==> src/uer_pkg.sv <==
// Constants of the UART host register block, including its character bank decode.
// Assumes a 3-bit register address and an 8-bit host data path.
package uer_pkg;
    // Normal bank offsets
    localparam logic [2:0] A_DATA = 3'h0;
    localparam logic [2:0] A_IER  = 3'h1;
    localparam logic [2:0] A_ISR  = 3'h2;
    localparam logic [2:0] A_LCR  = 3'h3;
    localparam logic [2:0] A_MCR  = 3'h4;
    localparam logic [2:0] A_LSR  = 3'h5;
    localparam logic [2:0] A_MSR  = 3'h6;
    localparam logic [2:0] A_SPR  = 3'h7;
    // Divisor bank offsets
    localparam logic [2:0] A_DLL  = 3'h0;
    localparam logic [2:0] A_DLM  = 3'h1;
    localparam logic [2:0] A_DLD  = 3'h2;
    // Enhanced bank offsets
    localparam logic [2:0] A_FC   = 3'h0;
    localparam logic [2:0] A_FEATURE_CONTROL = 3'h1;
    localparam logic [2:0] A_EFR  = 3'h2;
    localparam int         A_CHAR_BIT = 2;
    // Bank select value and field positions
    localparam logic [7:0] LCR_ENH     = 8'hbf;
    localparam int         LCR_DIV_BIT = 7;
    localparam int         EFR_ENH_BIT = 4;
    localparam int         FCR_EN_BIT  = 0;
    localparam int         FCR_RXR_BIT = 1;
    localparam int         FCR_TXR_BIT = 2;
    localparam int         FEATURE_CONTROL_SEL_BIT = 7;
    localparam int         IE_RX = 0;
    localparam int         IE_TX = 1;
    localparam int         IE_LS = 2;
    localparam int         IE_MS = 3;
    // Masks of bits that need the enhanced enable, and of the base enable bits
    localparam logic [7:0] IER_ENH_MASK = 8'hf0;
    localparam logic [7:0] FCR_ENH_MASK = 8'h38;
    localparam logic [7:0] MCR_ENH_MASK = 8'he0;
    localparam logic [3:0] IER_BASE_MASK = 4'hf;
    // Interrupt status codes, bits 5..0
    localparam logic [5:0] ISR_LS   = 6'h06;
    localparam logic [5:0] ISR_TO   = 6'h0c;
    localparam logic [5:0] ISR_RX   = 6'h04;
    localparam logic [5:0] ISR_TX   = 6'h02;
    localparam logic [5:0] ISR_MS   = 6'h00;
    localparam logic [5:0] ISR_NONE = 6'h01;
    // Reset values
    localparam logic [7:0] ZERO8    = 8'h00;
    localparam logic [7:0] TRIGGER_LEVEL_VALUE_RST = 8'h01;
endpackage

==> src/uer_char_bank.sv <==
// Small store for the four flow-control match characters.
// Assumes single-cycle write and read strobes on clk.
`timescale 1ns/100ps
`default_nettype none
module uer_char_bank #(
    parameter int DW = 8,
    parameter int AW = 2
) (
    input  wire logic          clk,
    input  wire logic          resetn,
    input  wire logic          we,
    input  wire logic [AW-1:0] waddr,
    input  wire logic [DW-1:0] wdata,
    input  wire logic          re,
    input  wire logic [AW-1:0] raddr,
    output logic      [DW-1:0] rdata
);
    logic [DW-1:0] mem [2**AW];

    // Storage write, no reset needed for data
    always_ff @(posedge clk) begin
        if (we) begin
            mem[waddr] <= wdata;
        end
    end

    // Registered read port
    always_ff @(posedge clk or negedge resetn) begin
        if (!resetn) begin
            rdata <= '0;
        end else if (re) begin
            rdata <= mem[raddr];
        end
    end
endmodule
`default_nettype wire

==> src/uer_regs.sv <==
// Host register file and interrupt logic of a FIFO-buffered UART.
// Assumes FIFO, framing and modem logic on the same clk supply status.
`timescale 1ns/100ps
`default_nettype none
module uer_regs #(
    parameter int         LVL_W         = 7,
    parameter logic [7:0] REVISION_CODE = 8'h01, // Arbitrary value
    parameter logic [7:0] DEVICE_IDENT  = 8'h5a  // Arbitrary value
) (
    input  wire logic             clk,
    input  wire logic             resetn,
    input  wire logic             cs,
    input  wire logic             rd,
    input  wire logic             wr,
    input  wire logic [2:0]       addr,
    input  wire logic [7:0]       wdata,
    output logic      [7:0]       rdata,
    output logic                  irq,
    input  wire logic             rx_push,
    input  wire logic             rx_empty,
    input  wire logic [LVL_W-1:0] rx_level,
    input  wire logic [7:0]       rx_data,
    input  wire logic [2:0]       rx_head_err,
    input  wire logic             rx_err_in_fifo,
    input  wire logic             rx_overrun,
    input  wire logic             rx_timeout,
    input  wire logic             tx_empty,
    input  wire logic             tsr_empty,
    input  wire logic [LVL_W-1:0] tx_level,
    input  wire logic [7:0]       modem_status,
    output logic                  rx_pop,
    output logic                  tx_push,
    output logic      [7:0]       tx_data,
    output logic                  modem_status_rd,
    output logic                  rx_fifo_reset,
    output logic                  tx_fifo_reset,
    output logic                  fifo_enable,
    output logic      [7:0]       fifo_control,
    output logic      [7:0]       line_control,
    output logic      [7:0]       modem_control,
    output logic      [7:0]       divisor_low,
    output logic      [7:0]       divisor_high,
    output logic      [7:0]       divisor_fraction_mode,
    output logic      [7:0]       feature_control,
    output logic      [7:0]       enhanced_function,
    output logic      [7:0]       rx_trigger,
    output logic      [7:0]       tx_trigger
);
    logic [7:0] interrupt_enable;
    logic [7:0] scratch;
    logic [7:0] rdata_reg;
    logic       rd_char_q;
    logic [7:0] char_rdata;
    logic       bank_enh;
    logic       bank_div;
    logic       bank_norm;
    logic       enh_on;
    logic       div_zero;
    logic       dld_sel;
    logic       rd_cyc;
    logic       wr_cyc;
    logic       rhr_rd;
    logic       isr_rd;
    logic       lsr_rd;
    logic       thr_wr;
    logic       ier_wr;
    logic       fcr_wr;
    logic       char_wr;
    logic       char_rd;
    logic [7:0] rx_lvl8;
    logic [7:0] tx_lvl8;
    logic       rx_hit;
    logic       tx_cond;
    logic       tx_cond_q;
    logic       ier_tx_q;
    logic       tx_set;
    logic       tx_int;
    logic       to_flag;
    logic       ovr_flag;
    logic [2:0] head_err;
    logic       pend_ls;
    logic       pend_to;
    logic       pend_rx;
    logic       pend_tx;
    logic       pend_ms;
    logic [5:0] isr_code;
    logic [7:0] isr_val;
    logic [7:0] lsr_val;
    logic [7:0] next_rdata;

    // Bank decode from line control
    assign bank_enh  = (line_control == uer_pkg::LCR_ENH);
    assign bank_div  = line_control[uer_pkg::LCR_DIV_BIT] && !bank_enh;
    assign bank_norm = !line_control[uer_pkg::LCR_DIV_BIT];
    assign enh_on    = enhanced_function[uer_pkg::EFR_ENH_BIT];
    assign div_zero  = (divisor_low == uer_pkg::ZERO8) &&
                       (divisor_high == uer_pkg::ZERO8);
    // Fraction register hides status/FIFO control only when enhanced
    assign dld_sel   = bank_div && enh_on;

    // Access strobes and side-effect decode
    assign rd_cyc  = cs && rd;
    assign wr_cyc  = cs && wr;
    assign rhr_rd  = rd_cyc && bank_norm && addr == uer_pkg::A_DATA;
    assign isr_rd  = rd_cyc && !bank_enh && !dld_sel &&
                     addr == uer_pkg::A_ISR;
    assign lsr_rd  = rd_cyc && !bank_enh && addr == uer_pkg::A_LSR;
    assign thr_wr  = wr_cyc && bank_norm && addr == uer_pkg::A_DATA;
    assign ier_wr  = wr_cyc && bank_norm && addr == uer_pkg::A_IER;
    assign fcr_wr  = wr_cyc && !bank_enh && !dld_sel &&
                     addr == uer_pkg::A_ISR;
    assign char_wr = wr_cyc && bank_enh && addr[uer_pkg::A_CHAR_BIT];
    assign char_rd = rd_cyc && bank_enh && addr[uer_pkg::A_CHAR_BIT];

    // Handshake pulses to the FIFO and modem logic
    assign rx_pop          = rhr_rd;
    assign tx_push         = thr_wr;
    assign modem_status_rd = rd_cyc && !bank_enh && addr == uer_pkg::A_MSR;
    assign rx_fifo_reset   = fcr_wr && wdata[uer_pkg::FCR_EN_BIT] &&
                             wdata[uer_pkg::FCR_RXR_BIT];
    assign tx_fifo_reset   = fcr_wr && wdata[uer_pkg::FCR_EN_BIT] &&
                             wdata[uer_pkg::FCR_TXR_BIT];

    // Line control, reachable from every bank, and scratch, from all but the enhanced bank
    always_ff @(posedge clk or negedge resetn) begin
        if (!resetn) begin
            line_control <= uer_pkg::ZERO8;
            scratch      <= uer_pkg::ZERO8;
        end else if (wr_cyc) begin
            if (addr == uer_pkg::A_LCR) begin
                line_control <= wdata;
            end
            if (!bank_enh && addr == uer_pkg::A_SPR) begin
                scratch <= wdata;
            end
        end
    end

    // Interrupt enable, upper bits need the enhanced enable
    always_ff @(posedge clk or negedge resetn) begin
        if (!resetn) begin
            interrupt_enable <= uer_pkg::ZERO8;
        end else if (ier_wr) begin
            interrupt_enable <= enh_on ? wdata :
                (wdata & ~uer_pkg::IER_ENH_MASK) |
                (interrupt_enable & uer_pkg::IER_ENH_MASK);
        end
    end

    // FIFO control; other bits only take with the enable bit set
    always_ff @(posedge clk or negedge resetn) begin
        if (!resetn) begin
            fifo_enable  <= 1'b0;
            fifo_control <= uer_pkg::ZERO8;
        end else if (fcr_wr) begin
            fifo_enable <= wdata[uer_pkg::FCR_EN_BIT];
            if (wdata[uer_pkg::FCR_EN_BIT]) begin
                fifo_control <= enh_on ? wdata :
                    (wdata & ~uer_pkg::FCR_ENH_MASK) |
                    (fifo_control & uer_pkg::FCR_ENH_MASK);
            end
        end
    end

    // Modem control, upper bits need the enhanced enable
    always_ff @(posedge clk or negedge resetn) begin
        if (!resetn) begin
            modem_control <= uer_pkg::ZERO8;
        end else if (wr_cyc && !bank_enh && addr == uer_pkg::A_MCR) begin
            modem_control <= enh_on ? wdata :
                (wdata & ~uer_pkg::MCR_ENH_MASK) |
                (modem_control & uer_pkg::MCR_ENH_MASK);
        end
    end

    // Divisor bank registers
    always_ff @(posedge clk or negedge resetn) begin
        if (!resetn) begin
            divisor_low           <= uer_pkg::ZERO8;
            divisor_high          <= uer_pkg::ZERO8;
            divisor_fraction_mode <= uer_pkg::ZERO8;
        end else if (wr_cyc && bank_div) begin
            if (addr == uer_pkg::A_DLL) begin
                divisor_low <= wdata;
            end
            if (addr == uer_pkg::A_DLM) begin
                divisor_high <= wdata;
            end
            if (addr == uer_pkg::A_DLD && enh_on) begin
                divisor_fraction_mode <= wdata;
            end
        end
    end

    // Enhanced bank registers and trigger level loading
    always_ff @(posedge clk or negedge resetn) begin
        if (!resetn) begin
            feature_control   <= uer_pkg::ZERO8;
            enhanced_function <= uer_pkg::ZERO8;
            rx_trigger        <= uer_pkg::TRIGGER_LEVEL_VALUE_RST;
            tx_trigger        <= uer_pkg::TRIGGER_LEVEL_VALUE_RST;
        end else if (wr_cyc && bank_enh) begin
            if (addr == uer_pkg::A_FEATURE_CONTROL) begin
                feature_control <= wdata;
            end
            if (addr == uer_pkg::A_EFR) begin
                enhanced_function <= wdata;
            end
            if (addr == uer_pkg::A_FC) begin
                if (feature_control[uer_pkg::FEATURE_CONTROL_SEL_BIT]) begin
                    tx_trigger <= wdata;
                end else begin
                    rx_trigger <= wdata;
                end
            end
        end
    end

    // Transmit holding data
    always_ff @(posedge clk or negedge resetn) begin
        if (!resetn) begin
            tx_data <= uer_pkg::ZERO8;
        end else if (thr_wr) begin
            tx_data <= wdata;
        end
    end

    // Flow-control match characters
    uer_char_bank #(
        .DW(8),
        .AW(2)
    ) u_chars (
        .clk    (clk),
        .resetn (resetn),
        .we     (char_wr),
        .waddr  (addr[1:0]),
        .wdata  (wdata),
        .re     (char_rd),
        .raddr  (addr[1:0]),
        .rdata  (char_rdata)
    );

    // Levels widened for the trigger compare
    assign rx_lvl8 = 8'(rx_level);
    assign tx_lvl8 = 8'(tx_level);

    // Receive data condition, FIFO and non-FIFO mode
    assign rx_hit = fifo_enable ? (rx_lvl8 >= rx_trigger)
                                : !rx_empty;

    // Transmit ready condition, FIFO and non-FIFO mode
    assign tx_cond = fifo_enable ? (tx_lvl8 < tx_trigger)
                                 : tx_empty;

    // History of transmit condition and its enable
    always_ff @(posedge clk or negedge resetn) begin
        if (!resetn) begin
            tx_cond_q <= 1'b0;
            ier_tx_q  <= 1'b0;
        end else begin
            tx_cond_q <= tx_cond;
            ier_tx_q  <= interrupt_enable[uer_pkg::IE_TX];
        end
    end

    // Transmit ready event: condition arrives, or enable set while true
    assign tx_set = interrupt_enable[uer_pkg::IE_TX] && tx_cond &&
                    (!tx_cond_q || !ier_tx_q);

    // Sticky transmit ready; a new event beats the clear
    always_ff @(posedge clk or negedge resetn) begin
        if (!resetn) begin
            tx_int <= 1'b0;
        end else if (tx_set) begin
            tx_int <= 1'b1;
        end else if (isr_rd || thr_wr) begin
            tx_int <= 1'b0;
        end
    end

    // Sticky receive time-out, cleared by reading the holding register
    always_ff @(posedge clk or negedge resetn) begin
        if (!resetn) begin
            to_flag <= 1'b0;
        end else if (rx_timeout && fifo_enable) begin
            to_flag <= 1'b1;
        end else if (rhr_rd) begin
            to_flag <= 1'b0;
        end
    end

    // Sticky overrun, cleared by reading line status
    always_ff @(posedge clk or negedge resetn) begin
        if (!resetn) begin
            ovr_flag <= 1'b0;
        end else if (rx_overrun) begin
            ovr_flag <= 1'b1;
        end else if (lsr_rd) begin
            ovr_flag <= 1'b0;
        end
    end

    // Error kind of the character at the head only
    assign head_err = rx_empty ? 3'h0 : rx_head_err;

    // Line status assembly
    assign lsr_val = {rx_err_in_fifo && fifo_enable,
                      tx_empty && tsr_empty,
                      tx_empty,
                      head_err,
                      ovr_flag,
                      !rx_empty || rx_push};

    // Enabled pending sources
    assign pend_ls = interrupt_enable[uer_pkg::IE_LS] &&
                     (ovr_flag || (|head_err));
    assign pend_to = interrupt_enable[uer_pkg::IE_RX] && to_flag;
    assign pend_rx = interrupt_enable[uer_pkg::IE_RX] && rx_hit;
    assign pend_tx = interrupt_enable[uer_pkg::IE_TX] && tx_int;
    assign pend_ms = interrupt_enable[uer_pkg::IE_MS] &&
                     (|modem_status[3:0]);

    // Interrupt output, nothing when all enables are clear
    assign irq = pend_ls || pend_to || pend_rx ||
                 pend_tx || pend_ms;

    // Priority encode of the highest pending source
    always_comb begin
        if (pend_ls) begin
            isr_code = uer_pkg::ISR_LS;
        end else if (pend_to) begin
            isr_code = uer_pkg::ISR_TO;
        end else if (pend_rx) begin
            isr_code = uer_pkg::ISR_RX;
        end else if (pend_tx) begin
            isr_code = uer_pkg::ISR_TX;
        end else if (pend_ms) begin
            isr_code = uer_pkg::ISR_MS;
        end else begin
            isr_code = uer_pkg::ISR_NONE;
        end
    end

    assign isr_val = {fifo_enable, fifo_enable, isr_code};

    // Read multiplexer over the three banks
    always_comb begin
        next_rdata = uer_pkg::ZERO8;
        if (addr == uer_pkg::A_LCR) begin
            next_rdata = line_control;
        end else if (bank_enh) begin
            case (addr)
                uer_pkg::A_FC: begin
                    next_rdata = feature_control[uer_pkg::FEATURE_CONTROL_SEL_BIT] ?
                                 tx_lvl8 : rx_lvl8;
                end
                uer_pkg::A_FEATURE_CONTROL: next_rdata = feature_control;
                uer_pkg::A_EFR:  next_rdata = enhanced_function;
                default:         next_rdata = uer_pkg::ZERO8;
            endcase
        end else begin
            case (addr)
                uer_pkg::A_DATA: begin
                    if (!bank_div) begin
                        next_rdata = rx_data;
                    end else if (div_zero) begin
                        next_rdata = REVISION_CODE;
                    end else begin
                        next_rdata = divisor_low;
                    end
                end
                uer_pkg::A_IER: begin
                    if (!bank_div) begin
                        next_rdata = enh_on ? interrupt_enable :
                            (interrupt_enable & ~uer_pkg::IER_ENH_MASK);
                    end else if (div_zero) begin
                        next_rdata = DEVICE_IDENT;
                    end else begin
                        next_rdata = divisor_high;
                    end
                end
                uer_pkg::A_ISR: begin
                    next_rdata = dld_sel ? divisor_fraction_mode : isr_val;
                end
                uer_pkg::A_MCR: next_rdata = modem_control;
                uer_pkg::A_LSR: next_rdata = lsr_val;
                uer_pkg::A_MSR: next_rdata = modem_status;
                uer_pkg::A_SPR: next_rdata = scratch;
                default:        next_rdata = uer_pkg::ZERO8;
            endcase
        end
    end

    // Read data capture
    always_ff @(posedge clk or negedge resetn) begin
        if (!resetn) begin
            rdata_reg <= uer_pkg::ZERO8;
            rd_char_q <= 1'b0;
        end else if (rd_cyc) begin
            rdata_reg <= next_rdata;
            rd_char_q <= char_rd;
        end
    end

    assign rdata = rd_char_q ? char_rdata : rdata_reg;
endmodule
`default_nettype wire

==> config.mk <==
export PLATFORM = sky130hd
export DESIGN_NAME = uer_regs
export DESIGN_NICKNAME = d
export VERILOG_FILES = /design/src/uer_pkg.sv /design/src/uer_char_bank.sv /design/src/uer_regs.sv
export SDC_FILE = /design/constraint.sdc
export NUM_CORES = 1
export LEC_CHECK = 0
export BUFFER_PORTS_ARGS = -buffer_cell sky130_fd_sc_hd__buf_2
export CAP_MARGIN = 0
export CORE_ASPECT_RATIO = 0.6
export CORE_UTILIZATION = 38
export DETAILED_ROUTE_END_ITERATION = 8
export PLACE_DENSITY = 0.63
export SETUP_SLACK_MARGIN = 0.5
export SLEW_MARGIN = 5
export SYNTH_ARGS = -nofsm -noshare
export SYNTH_HDL_FRONTEND = slang
export SYNTH_SLANG_ARGS = --single-unit
==> constraint.sdc <==
create_clock -name clk -period 3.1 [get_ports clk]
set_input_delay 0.62 -clock clk [delete_from_list [all_inputs] [get_ports clk]]
set_output_delay 0.62 -clock clk [all_outputs]
set_load 0.05 [all_outputs]
# Word level (Yosys, flattened, before mapping)
# Memory sizes are Yosys's and may differ from the RTL's. A register that Yosys moved wholly into a read port is not among the register bits.
# Cells that the tools add are included.
# Widths: inputs -> output; s select.
[totals]
reg_bits = 119
mem_bits_rw = 32
inputBits = 56
out_inout_bits = 103
wordCells = 139
memories = 1
[mem_list]
columns = ["memory", "depth", "width", "read_ports", "rd_ports_with_merged_regs", "write_ports", "line", "text"]
rows = [
  ["u_chars.mem", 4, 8, 1, 1, 1, "uer_char_bank.sv:18", "logic [DW-1:0] mem [2**AW];"],
]
[op_classes]
magnitude_cmp = 2
eq_ne = 8
mux = 31
bitwise_logic = 4
n_reduce_logical = 72
[ops]
columns = ["operator", "n"]
rows = [
  ["$mux 8", 12],
  ["$pmux 8 s7", 1],
  ["$logic_and 1x1->1", 39],
  ["$pmux 8 s3", 1],
  ["$logic_not 8->1", 2],
  ["$reduce_and 2->1", 8],
  ["$eq 3x3->1 const B", 4],
  ["$mux 1", 11],
  ["$eq 8x8->1 const B", 1],
  ["$ge 7x8->1", 1],
  ["$logic_or 1x1->1", 8],
  ["$lt 7x8->1", 1],
  ["$mux 4", 2],
  ["$or 4x8->8", 1],
  ["$or 5x8->8", 1],
  ["$or 8x6->8", 1],
  ["$logic_not 1->1", 7],
  ["$mux 7", 1],
  ["$eq 3x2->1 const B", 2],
  ["$mux 3", 2],
  ["$reduce_and 3->1", 2],
  ["$reduce_bool 2->1", 3],
  ["$reduce_or 4->1", 1],
  ["$eq 3x1->1 const B", 1],
  ["4 further kinds", 4],
]

# Logic depth before layout (Yosys ltp)
# Gate-level depths: netlist of the first run.
[logic_depth]
ltp_word = 11
mapped_depth = 9
depth_no_buf = 8

# Modules after synthesis
# A second synthesis of the first run with hierarchy kept.
[unflattened]
cells_unflattened = 628
hier_area_um2 = 7772.5
[modules_own_cells]
columns = ["mod", "n_inst", "cells_each", "area_per_inst_um2", "seq_area_each_um2"]
rows = [
  ["uer_regs", 1, 546, 6256.0, 2980.4],
  ["uer_char_bank", 1, 82, 1516.5, 1161.1],
]

# Worst setup path after synthesis of the first run
# No wires, ideal clock.
[synth_timing]
path_type = "reg2out"
from = "register line_control[6]"
to = "output modem_status_rd"
t_arrival_ns = 2.668
required_ns = 2.480
setup_slack_ns = -0.188
path_stages_with_launch = 5
n_path_buf = 1
path_cell_list = "dfrtp_1 -> nand4b_4 -> nor2_4 -> buf_2 -> nor4_1"
[synth_between]
elab_chain_len = 4
[synth_rtl]
columns = ["element", "line", "text"]
rows = [
  ["from (decl)", "uer_regs.sv:39", "output logic [7:0] line_control,"],
  ["from (signal assigned)", "uer_regs.sv:127", "line_control <= uer_pkg::ZERO8;"],
  ["from (signal assigned)", "uer_regs.sv:131", "line_control <= wdata;"],
  ["$eq 8x8->1", "uer_regs.sv:92", "assign bank_enh = (line_control == uer_pkg::LCR_ENH);"],
  ["$logic_not 1->1", "uer_regs.sv:118", "assign modem_status_rd = rd_cyc && !bank_enh && addr == uer_pkg::A_MSR;"],
  ["$logic_and 1x1->1 (2 in a row)", "uer_regs.sv:118", ""],
  ["to (decl)", "uer_regs.sv:34", "output logic modem_status_rd,"],
]
# Every way passes these cells.

# Worst setup path after layout of the first run
[layout_timing]
from = "register rx_trigger[0]"
to = "output irq"
[layout_between]
elab_chain_len = 6
[layout_rtl]
columns = ["element", "line", "text"]
rows = [
  ["from (decl)", "uer_regs.sv:46", "output logic [7:0] rx_trigger,"],
  ["from (signal assigned)", "uer_regs.sv:200", "rx_trigger <= uer_pkg::TRIGGER_LEVEL_VALUE_RST;"],
  ["from (signal assigned)", "uer_regs.sv:213", "rx_trigger <= wdata;"],
  ["$ge 7x8->1", "uer_regs.sv:248", "assign rx_hit = fifo_enable ? (rx_lvl8 >= rx_trigger)"],
  ["$mux 1", "uer_regs.sv:248", ""],
  ["$logic_and 1x1->1", "uer_regs.sv:318", "assign pend_rx = interrupt_enable[uer_pkg::IE_RX] && rx_hit;"],
  ["$logic_or 1x1->1 (2 in a row)", "uer_regs.sv:324", "assign irq = pend_ls || pend_to || pend_rx ||"],
  ["$logic_or 1x1->1", "uer_regs.sv:325", "pend_tx || pend_ms;"],
  ["to (decl)", "uer_regs.sv:18", "output logic irq,"],
]
# Every way passes these cells.

==> metrics, run 1 <==
final WL 26.1 mm; CTS tree built; Tot Pwr 6.26 mW; CP Capture Type output pin; Row Count 40; core area 20200 um2; total of max-cap violations 0; total grt overflow 0; I/O pins 159; detailed placement HPWL 19.2 mm; reg2reg setup slack 620 ps; die width 188 um; DRC 0; IO buf count 158; Biggest register u_chars.mem; Pre-antenna DRT Iters 5; Syn. warnings 0; # H-tree levels 4; r2r startpoint line_control[7]; Clock Sinks 159; WL/cell 24.0 um; syn_area_per_cell 12.7 um2; Synth cell types 66; final setup violating endpoints 0; status complete, no violations; Synthesized Nets 690; Worst Hold Class in2async; leakage 4.57 nW; overall die height 114 um; Final Wtd Congestion 0.955; crit-path max FO 2; CP max stage cell dfstp_2; CTS buffer count 17; Final Max Slew Viols 0; clk_skew 9.28 ps; final hold violation count 0; Buffers & Inverters on Critical Path 1; total track usage 25.3%; pwr dens 636 nW/um2; most frequent cells in the layout buf_2 (152), dfrtp_1 (119), mux2_2 (109); largest net degree at the start of global routing 66; first-pass GRT wire length 39.0 mm; vias in the first global route 5980; Via density 5.68; ys flop type dfrtp_1; CP Class reg2out; Seq cells post-synth 159; wire length on met2 10.7 mm; Worst R2R Path Depth 7; # placed instances 1047; Final min period 2880 ps; Routed Antenna Nets 0; placed cell area 9110 um2; Layout Cells excl Fill 1088; unrepaired setup endpoints after global routing true; n_diodes 0; Max Used Layer met4; share of cells above drive strength 1 49.0%; synthesized area 7880 um2; sequential element share of the synthesized area 52.5%; Critical Path AT 2260 ps; CP top delay family compound AO/OA/AOI/OAI gates; Post-synth ARST share 79.9%; max reg flops 32; Crit path largest cell delay 540 ps; Peak VDD IR 0.457 mV; worst skew pair latency 440 ps; period utilization 93.0%; Worst Path Required 2480 ps; Vias 6178; initial antenna violation count 1; Finished Cell Area 9850 um2; commonest non-fill, non-tap cell in the layout buf_2; area used by multi-input combinational logic 3570 um2; Root Buffer Master clkbuf_16; initial drt markers 743; die area 21300 um2; setup TNS 0 ps; crit path cell chain ha_1, nand2b_4, a2111oi_4, o31ai_2, a22oi_2, nand4_1, buf_6; Max-slew headroom 53.5%; Seq. cell area 4150 um2; Slew @ Worst Pin 697 ps; Final nets 871; wire length on met1 12.4 mm; Synth-to-Final Area Change 25.0%; Clock Path Buffers 2; initial core utilization 39.1%; Fmax achieved 347 MHz; number of fill cells 1831; Reg clk slew, reported paths 70 ps; RR Endpoint rdata_reg[5]; crit path launch type flop; met3 WL 2.66 mm; EDFF count, synth 32; Syn Inst Count 621
==> cell families after synthesis <==
| logic type | share of synthesized area [%] |
|---|---|
| multiplexers | 22.4 |
| AO/OA/AOI/OAI | 8.97 |
| AND/OR/NAND/NOR | 10.9 |
| adder cells (fa/ha/maj) | 2.06 |
| buffers and inverters | 3.13 |
| flip-flops | 52.5 |
==> through the flow <==
| stage | hold WS (ps) | worst slack [ps] | utilization [%] |
|---|---|---|---|
| global placement | 447 | 308 | 45.1 |
| global route | 77.5 | 110 | 48.8 |
| CTS | 75.7 | 149 | 48.4 |
| floorplan | 324 | 218 | - |
| detailed placement | 456 | 299 | 45.1 |
| finish | 62.5 | 218 | 48.8 |
==> worst max-delay path by stage <==
| stage | from | to | slack, ps | depth (start not counted) |
|---|---|---|---|---|
| floorplan | rx_trigger[0] | irq | 220 | 6 |
| global placement | rx_level[5] | irq | 310 | 7 |
| detailed placement | rx_level[5] | irq | 300 | 7 |
| CTS | rx_trigger[0] | irq | 150 | 7 |
| global route | rx_trigger[0] | irq | 110 | 7 |
| finish | rx_trigger[0] | irq | 220 | 7 |
==> per-layer routing <==
| layer | GRT usage, % | up-vias |
|---|---|---|
| li1 | - | 2690 |
| met1 | 39.1 | 3138 |
| met2 | 34.6 | 316 |
| met3 | 7.05 | 34 |
| met4 | 5.58 | 0 |
| met5 | 0 | - |
==> timing repair <==
item,in CTS,in global routing
setup endpoints to repair,3,6
setup buffers,4,5
resized for setup,8,13
pin swaps,4,1
hold buffers,0,0
==> worst register-to-register path: cells and delay by family (launching register included) <==
kind            cells  cell delay (ps)
compound gates      2              780
buf+inv             1              180
flops               1              490
mux                 1              410
simple gates        3              510
==> where the power goes <==
part | switching (mW) | total (mW) | internal [mW] | leakage [nW]
registers | 0.206 | 2.54 | 2.33 | 1.90
logic | 1.06 | 1.53 | 0.474 | 2.37
clock network | 1.03 | 2.19 | 1.17 | 0.298
total | 2.29 | 6.26 | 3.97 | 4.57
==> cell usage after synthesis (all sizes together), types with 7 or more instances <==
master  number  area, um2
a21oi       20        100
nand4        8       56.3
mux2       117       1350
ha          13        163
o21ai       30        154
a22oi       10       75.1
mux2i       17        170
nand2       48        188
nor2        28        138
nand3       12       77.6
o211ai       7       57.6
inv         20       75.1
nor3        13        126
mux4        11        248
dfrtp      125       3130
clkbuf      15       56.3
buf         18        115
edfxtp      32        961
==> area by class of cell <==
class,count,share of cell area [%]
clock inverters,15,1.94
clock buffers,17,4.32
repair buffers,195,11.2
inverters,20,0.788
well taps,273,3.47
flip-flops and latches,159,42.1
multi-input cells,409,36.2
Power figures use the tool's default switching activity.
==> inputs of run 2 (changes only) <==
--- a/config.mk
+++ b/config.mk
@@ -15,4 +15,5 @@
 export SLEW_MARGIN = 5
 export SYNTH_ARGS = -nofsm -noshare
 export SYNTH_HDL_FRONTEND = slang
+export SYNTH_HIERARCHICAL = 1
 export SYNTH_SLANG_ARGS = --single-unit
==> constraint.sdc (replaced) <==
create_clock -name clk -period 3.7 [get_ports clk]
set_input_delay 0.74 -clock clk [delete_from_list [all_inputs] [get_ports clk]]
set_output_delay 0.74 -clock clk [all_outputs]
set_load 0.05 [all_outputs]
==> run 2 against run 1 <==
- clock-buffer cell count increased by 1
- global-route usage down 0.63 points
- sequential power down 17%
- combinational power down 18%
- area after synthesis fell by 1.4%
- flip-flop and latch count did not move
- via count is 1.5% lower
- setup slack gained 330 ps
==> metrics, run 2 <==
Biggest register u_chars/mem; crit path launch type flop; Syn. warnings 6 (+6); Yosys top cell area share 40.2% (+0.56 points); Syn Inst Count 628 (+1.1%); Max-slew headroom 31.9% (-22 points); sw power 1.82 mW (-20%); Clk network pwr share 33.3% (-1.7 points); initial antenna violation count 2 (+1); Reg clk slew, reported paths 70 ps (about the same); reg2reg setup slack 610 ps (about the same); Row Count 40 (unchanged); Yosys top cell by area dfrtp_1; final setup violating endpoints 0 (unchanged); share of cells above drive strength 1 44.1% (-4.9 points); WL/cell 23.2 um (-3.6%); CP Capture Type output pin; CTS Hold Bufs 0 (unchanged); total grt overflow 0 (unchanged); initial drt markers 603 (-19%); IO buf count 158 (unchanged); most frequent cells in the layout buf_2 (156), dfrtp_1 (125), mux2_2 (101); max reg flops 32 (unchanged); Post-synth top cells dfrtp_1 (125), mux2_2 (101), nand2_1 (42); first-pass GRT wire length 38.0 mm (-2.7%); Critical Path End irq; initial core utilization 38.8% (-0.26 points); Clock Path Buffers 2 (unchanged); Root Buffer Master clkbuf_16; Final Max Slew Viols 0 (unchanged); RR Endpoint rdata_reg[2]; CTS tree built; n_diodes 0 (unchanged); largest net degree at the start of global routing 59 (-11%); die area 21000 um2 (-1.4%); Vias 6083 (-1.5%); setup TNS 0 ps (unchanged); # placed instances 1042 (-0.48%); final hold violation count 0 (unchanged); EDFF count, synth 32 (unchanged); Slew @ Worst Pin 1010 ps (+311 ps); Final min period 3150 ps; synthesized area 7770 um2 (-1.4%); sequential element share of the synthesized area 53.3% (+0.74 points); Seq cells post-synth 159 (unchanged); unrepaired setup endpoints after global routing true; CTS buffer count 17 (unchanged); total track usage 24.6% (-0.63 points); commonest non-fill, non-tap cell in the layout buf_2; CP Class reg2out; Layout Cells excl Fill 1083 (-0.46%); ys flop type dfrtp_1; pwr dens 529 nW/um2 (-17%); total of max-cap violations 0 (unchanged); Switching Fraction 36.0% (-0.51 points); utilization after layout 47.8% (-1.0 points); Synthesized Nets 697 (+1.0%); fin worst setup slack 547 ps (+329 ps); die width 187 um (-0.69%); Fin Hold WS 267 ps (+204 ps); Routed Antenna Nets 0 (unchanged); Worst R2R Path Depth 16 (+9); Via density 5.62 (-1.1%); Clock Sinks 159 (unchanged); synth top area cells dfrtp_1 (40%), mux2_2 (15%), edfxtp_1 (12%), mux2i_1 (3.9%), ha_1 (2.1%); CP Launch Point rx_trigger[0]; period utilization 85.2%; syn_area_per_cell 12.4 um2 (-2.5%); Post-synth ARST share 79.9% (unchanged); power share of the combinational group 24.9% (+0.5 points); leakage 4.47 nW (-2.2%); core area 20000 um2 (-0.74%); sequential power share 41.9% (+1.3 points); Peak VDD IR 0.341 mV (-25%); status complete, no violations; DRC 0 (unchanged); Fmax achieved 317 MHz; I/O pins 159 (unchanged); Final nets 866 (-0.57%); Critical Path AT 2410 ps (+150 ps); Power Internal 3.24 mW (-19%); final WL 25.1 mm (-4.1%); Worst Path Required 2960 ps (+480 ps); # H-tree levels 4 (unchanged); Synth-to-Final Area Change 23.1%; Synth cell types 64 (-3.0%); Final Wtd Congestion 0.948 (-0.68%); detailed placement HPWL 18.1 mm (-5.7%); clk_skew 10.5 ps (+1.24 ps); r2r startpoint rx_trigger[5]; Pre-antenna DRT Iters 5 (unchanged); worst skew pair latency 440 ps (about the same); cell with the most instances after synthesis dfrtp_1; crit-path max FO 2 (unchanged); dpl ws 132 ps (-167 ps); vias in the first global route 5882 (-1.6%); Worst Hold Class in2async; overall die height 113 um (-0.69%)
-- run 2: changes by cell type after synthesis, sizes merged, moves of 6 or more --
cell    previous run  this run
o221ai             1        16
mux2i             17        30
nand2b             6        17
a22oi             10         2
mux2             117       109
nand3             12        20
and3               2         8
mux4              11         5
nand2             48        42
-- run 2: how the worst min path moves through the flow --
| stage | from | end | depth (start not counted) |
|---|---|---|---|
| 4_1_cts | resetn | rdata_reg[3] | 1 |
| 3_5_place_dp | fifo_control[0] | fifo_control[0] | 1 |
| 5_1_grt | resetn | rdata_reg[3] | 1 |
| 2_1_floorplan | interrupt_enable[1] | ier_tx_q | 0 |
| 3_3_place_gp | u_chars/rdata[2] | u_chars/rdata[2] | 2 |
| 6_report | resetn | tx_data[7] | 1 |
-- run 2: cells by family (layout without fill, tap and decap cells) --
family          after synthesis  after routing  share of synthesized area, %
flops                       159            159                          53.3
simple gates                152            152                          10.6
mux                         144            144                          21.5
compound gates              107            107                          9.29
buf+inv                      53            235                          3.27
fa+ha+maj                    13             13                          2.09
-- run 2: worst max-delay path, cell delays in order (launching register included) --
cell,delay [ps]
dfstp_2,550
ha_4,200
nand2b_4,140
a2111oi_4,310
buf_4,180
nor4_4,40
o31ai_2,260
nand2_1,130
buf_6,170
-- run 2: through the flow --
stage / power, mW / cell area [um2]
after floorplan: 2.93 / 7780
after global placement: 3.33 / 8880
after detailed placement: 3.34 / 8880
after CTS: 5.08 / 9570
after global routing: 5.25 / 9570
final: 5.06 / 9570
-- run 2: layout make-up --
class                           instances  area (um2)
Sequential cell                       159        4140
Multi-Input combinational cell        416        3440
Clock inverter                         14         124
Timing Repair Buffer                  187        1030
Fill cell                            1866       10500
Inverter                               16        60.1
Tap cell                              273         342
Clock buffer                           18         429
-- run 2: timing repair --
item,in CTS,in global routing
pin swaps,5,1
buffers inserted,9,0
gates resized for setup,10,1
cloned,0,0
endpoints found under the setup margin,1,3
-- run 2: per-layer routing --
layer | part of all wire (%) | wire length (um) | track usage [%] | vias to the layer above
met1 | 49 | 12300 | 38.1 | 3034
met5 | 0.088 | 22 | 0 | -
met3 | 11 | 2830 | 9.18 | 28
met4 | 1.1 | 285 | 4.75 | 4
li1 | - | - | - | 2686
met2 | 39 | 9690 | 32.2 | 331
-- run 2: power by group through the flow --
stage          sequential (mW)  combinational, mW  clock [mW]
6_report                  2.12               1.26        1.68
2_1_floorplan             2.46              0.469           0
4_1_cts                   2.11               1.25        1.71
3_3_place_gp              2.14               1.19           0
3_5_place_dp              2.14               1.19           0
5_1_grt                   2.14               1.32        1.79
==> inputs of run 3 (changes only) <==
--- a/config.mk
+++ b/config.mk
@@ -11,6 +11,7 @@
 export CORE_UTILIZATION = 38
 export DETAILED_ROUTE_END_ITERATION = 8
 export PLACE_DENSITY = 0.63
+export RECOVER_POWER = 100
 export SETUP_SLACK_MARGIN = 0.5
 export SLEW_MARGIN = 5
 export SYNTH_ARGS = -nofsm -noshare
==> run 3 against run 2 <==
- the run now ends with capacitance limit, slew limit left
- highest routed layer unchanged
- register-to-register slack barely moved
- combinational power down 4%
- clock-buffer cell count unchanged
- critical path depth decreased by 4
- global-route usage is the same
- clock skew shrank 1.2 ps
- via count grew 0.31%
- die area is the same
- routed wire length about the same
- clock power is essentially flat
- largest cell class unchanged
- power is 0.83% lower
- setup slack worse by 240 ps
==> metrics, run 3 (synthesis results as in run 2) <==
r2r startpoint rx_trigger[5]; Worst Hold Class reg2reg; Slew @ Worst Pin 1990 ps (+977 ps); violated checks capacitance limit, slew limit; Final Max Slew Viols 36 (+36); Layout Cells excl Fill 1083 (unchanged); die width 187 um (unchanged); n_diodes 0 (unchanged); Root Buffer Master clkbuf_16; crit path launch type primary input; Finished Cell Area 9310 um2 (-2.7%); vias in the first global route 5882 (unchanged); Final min period 3390 ps (+241 ps); hold path start fifo_control[0]; Pre-antenna DRT Iters 5 (unchanged); Seq. cell area 4140 um2 (unchanged); leakage 4.01 nW (-10%); area used by multi-input combinational logic 3350 um2 (-2.5%); Worst R2R Path Depth 16 (unchanged); Via density 5.63 (+0.31%); detailed placement HPWL 18.1 mm (unchanged); number of fill cells 1927 (+3.3%); CTS buffer count 17 (unchanged); first-pass GRT wire length 38.0 mm (unchanged); Clock Path Buffers 2 (unchanged); CP max stage cell or3_1; pwr dens 539 nW/um2 (+1.9%); total track usage 24.6% (unchanged); WL/cell 23.2 um (about the same); core area 20000 um2 (unchanged); initial antenna violation count 2 (unchanged); hold endpoint fifo_control[0]; Worst Path Required 2960 ps (about the same); CP top delay family simple AND/OR/NAND/NOR gates; Synth-to-Final Area Change 19.8%; Routed Antenna Nets 0 (unchanged); Clock Sinks 159 (unchanged); I/O pins 159 (unchanged); final WL 25.1 mm (about the same); Worst Hold Path Cells 1; setup TNS 0 ps (unchanged); DRC 0 (unchanged); overall die height 113 um (unchanged); crit-path max FO 19 (+17); CTS Hold Bufs 0 (unchanged); Vias 6102 (+0.31%); CTS tree built; final hold violation count 0 (unchanged); worst skew pair latency 440 ps (about the same); unrepaired setup endpoints after global routing true; largest net degree at the start of global routing 59 (unchanged); crit path cell chain clkbuf_1, or3_1, nor3_1, clkbuf_2; Max-slew headroom -32.3% (-64 points); Biggest register u_chars/mem; most frequent cells in the layout dfrtp_1 (125), clkbuf_1 (116), mux2_2 (99); Crit path largest cell delay 640 ps (+90 ps); share of cells above drive strength 1 26.8% (-17 points); Row Count 40 (unchanged); die area 21000 um2 (unchanged); Crit path depth 4 (-4); IO buf count 158 (unchanged); initial drt markers 534 (-11%); reg2reg setup slack 620 ps (about the same); Final Wtd Congestion 0.948 (unchanged); total of max-cap violations 1 (+1); CP Capture Type output pin; final setup violating endpoints 0 (unchanged); total grt overflow 0 (unchanged); Reg clk slew, reported paths 70 ps (about the same); max reg flops 32 (unchanged); utilization after layout 46.5% (-1.3 points); status finished, violations left; Buffers & Inverters on Critical Path 2 (unchanged); period utilization 91.7% (+6.5 points); Peak VDD IR 0.341 mV (about the same); initial core utilization 38.8% (unchanged); commonest non-fill, non-tap cell in the layout dfrtp_1; Final nets 866 (unchanged); CP Class in2out; Fmax achieved 295 MHz (-7.1%); # placed instances 1042 (unchanged); RR Endpoint rdata_reg[2]; placed cell area 8880 um2 (unchanged); Critical Path AT 2650 ps (+240 ps); Tot Pwr 5.02 mW (-0.83%); # H-tree levels 4 (unchanged); clk_skew 9.27 ps (-1.25 ps)
==> run 3: power breakdown <==
part / leakage (nW) / total [mW] / internal, mW / switching (mW)
sequential: 1.92 / 2.12 / 1.95 / 0.166
clock: 0.263 / 1.69 / 0.883 / 0.803
combinational: 1.83 / 1.21 / 0.358 / 0.854
==> run 3: layer usage <==
metal	track usage (%)	vias up	wire, um
met3	9.18	30	2950
met4	4.75	4	287
met1	38.1	3043	12200
met2	32.2	356	9590
li1	-	2669	-
met5	0	-	22
==> run 3: through the flow <==
| stage | worst slack (ps) | hold slack [ps] |
|---|---|---|
| after floorplan | 634 | 410 |
| after global placement | 97.9 | 472 |
| after detailed placement | 132 | 460 |
| after CTS | 507 | 266 |
| after global routing | 215 | 508 |
| final | 305 | 480 |
==> run 3: layout make-up <==
type / instances / area share (%)
sequential: 159 / 44.5
tap: 273 / 3.67
inverter: 16 / 0.645
clock buffer: 18 / 4.61
clock inverter: 14 / 1.33
multi-input combinational: 416 / 36.0
timing repair buffer: 187 / 9.22
==> run 3: repair_timing <==
item,4_1_cts,5_1_grt
setup buffers,9,0
pin swaps,5,1
resized for setup,10,1
setup endpoints to repair,1,3
==> run 3: worst max-delay path by stage <==
stage / from / to / slack [ps]
6_report: addr[2] / tx_push / 310
4_1_cts: rx_trigger[0] / irq / 510
2_1_floorplan: rx_level[0] / irq / 630
5_1_grt: addr[2] / tx_push / 210
3_5_place_dp: rx_level[0] / irq / 130
3_3_place_gp: rx_level[0] / irq / 100
==> run 3: worst register-to-register path: stages (launching register included) <==
cell       delay, ps
dfrtp_1          360
inv_1             60
ha_1             290
a21oi_1           60
or3b_2           440
a31oi_1          270
o31ai_1          120
buf_4            150
buf_4            120
buf_4            120
buf_4            120
buf_4            120
buf_4            120
buf_4            120
clkbuf_4         130
a31oi_1          230
a2bb2oi_1        190
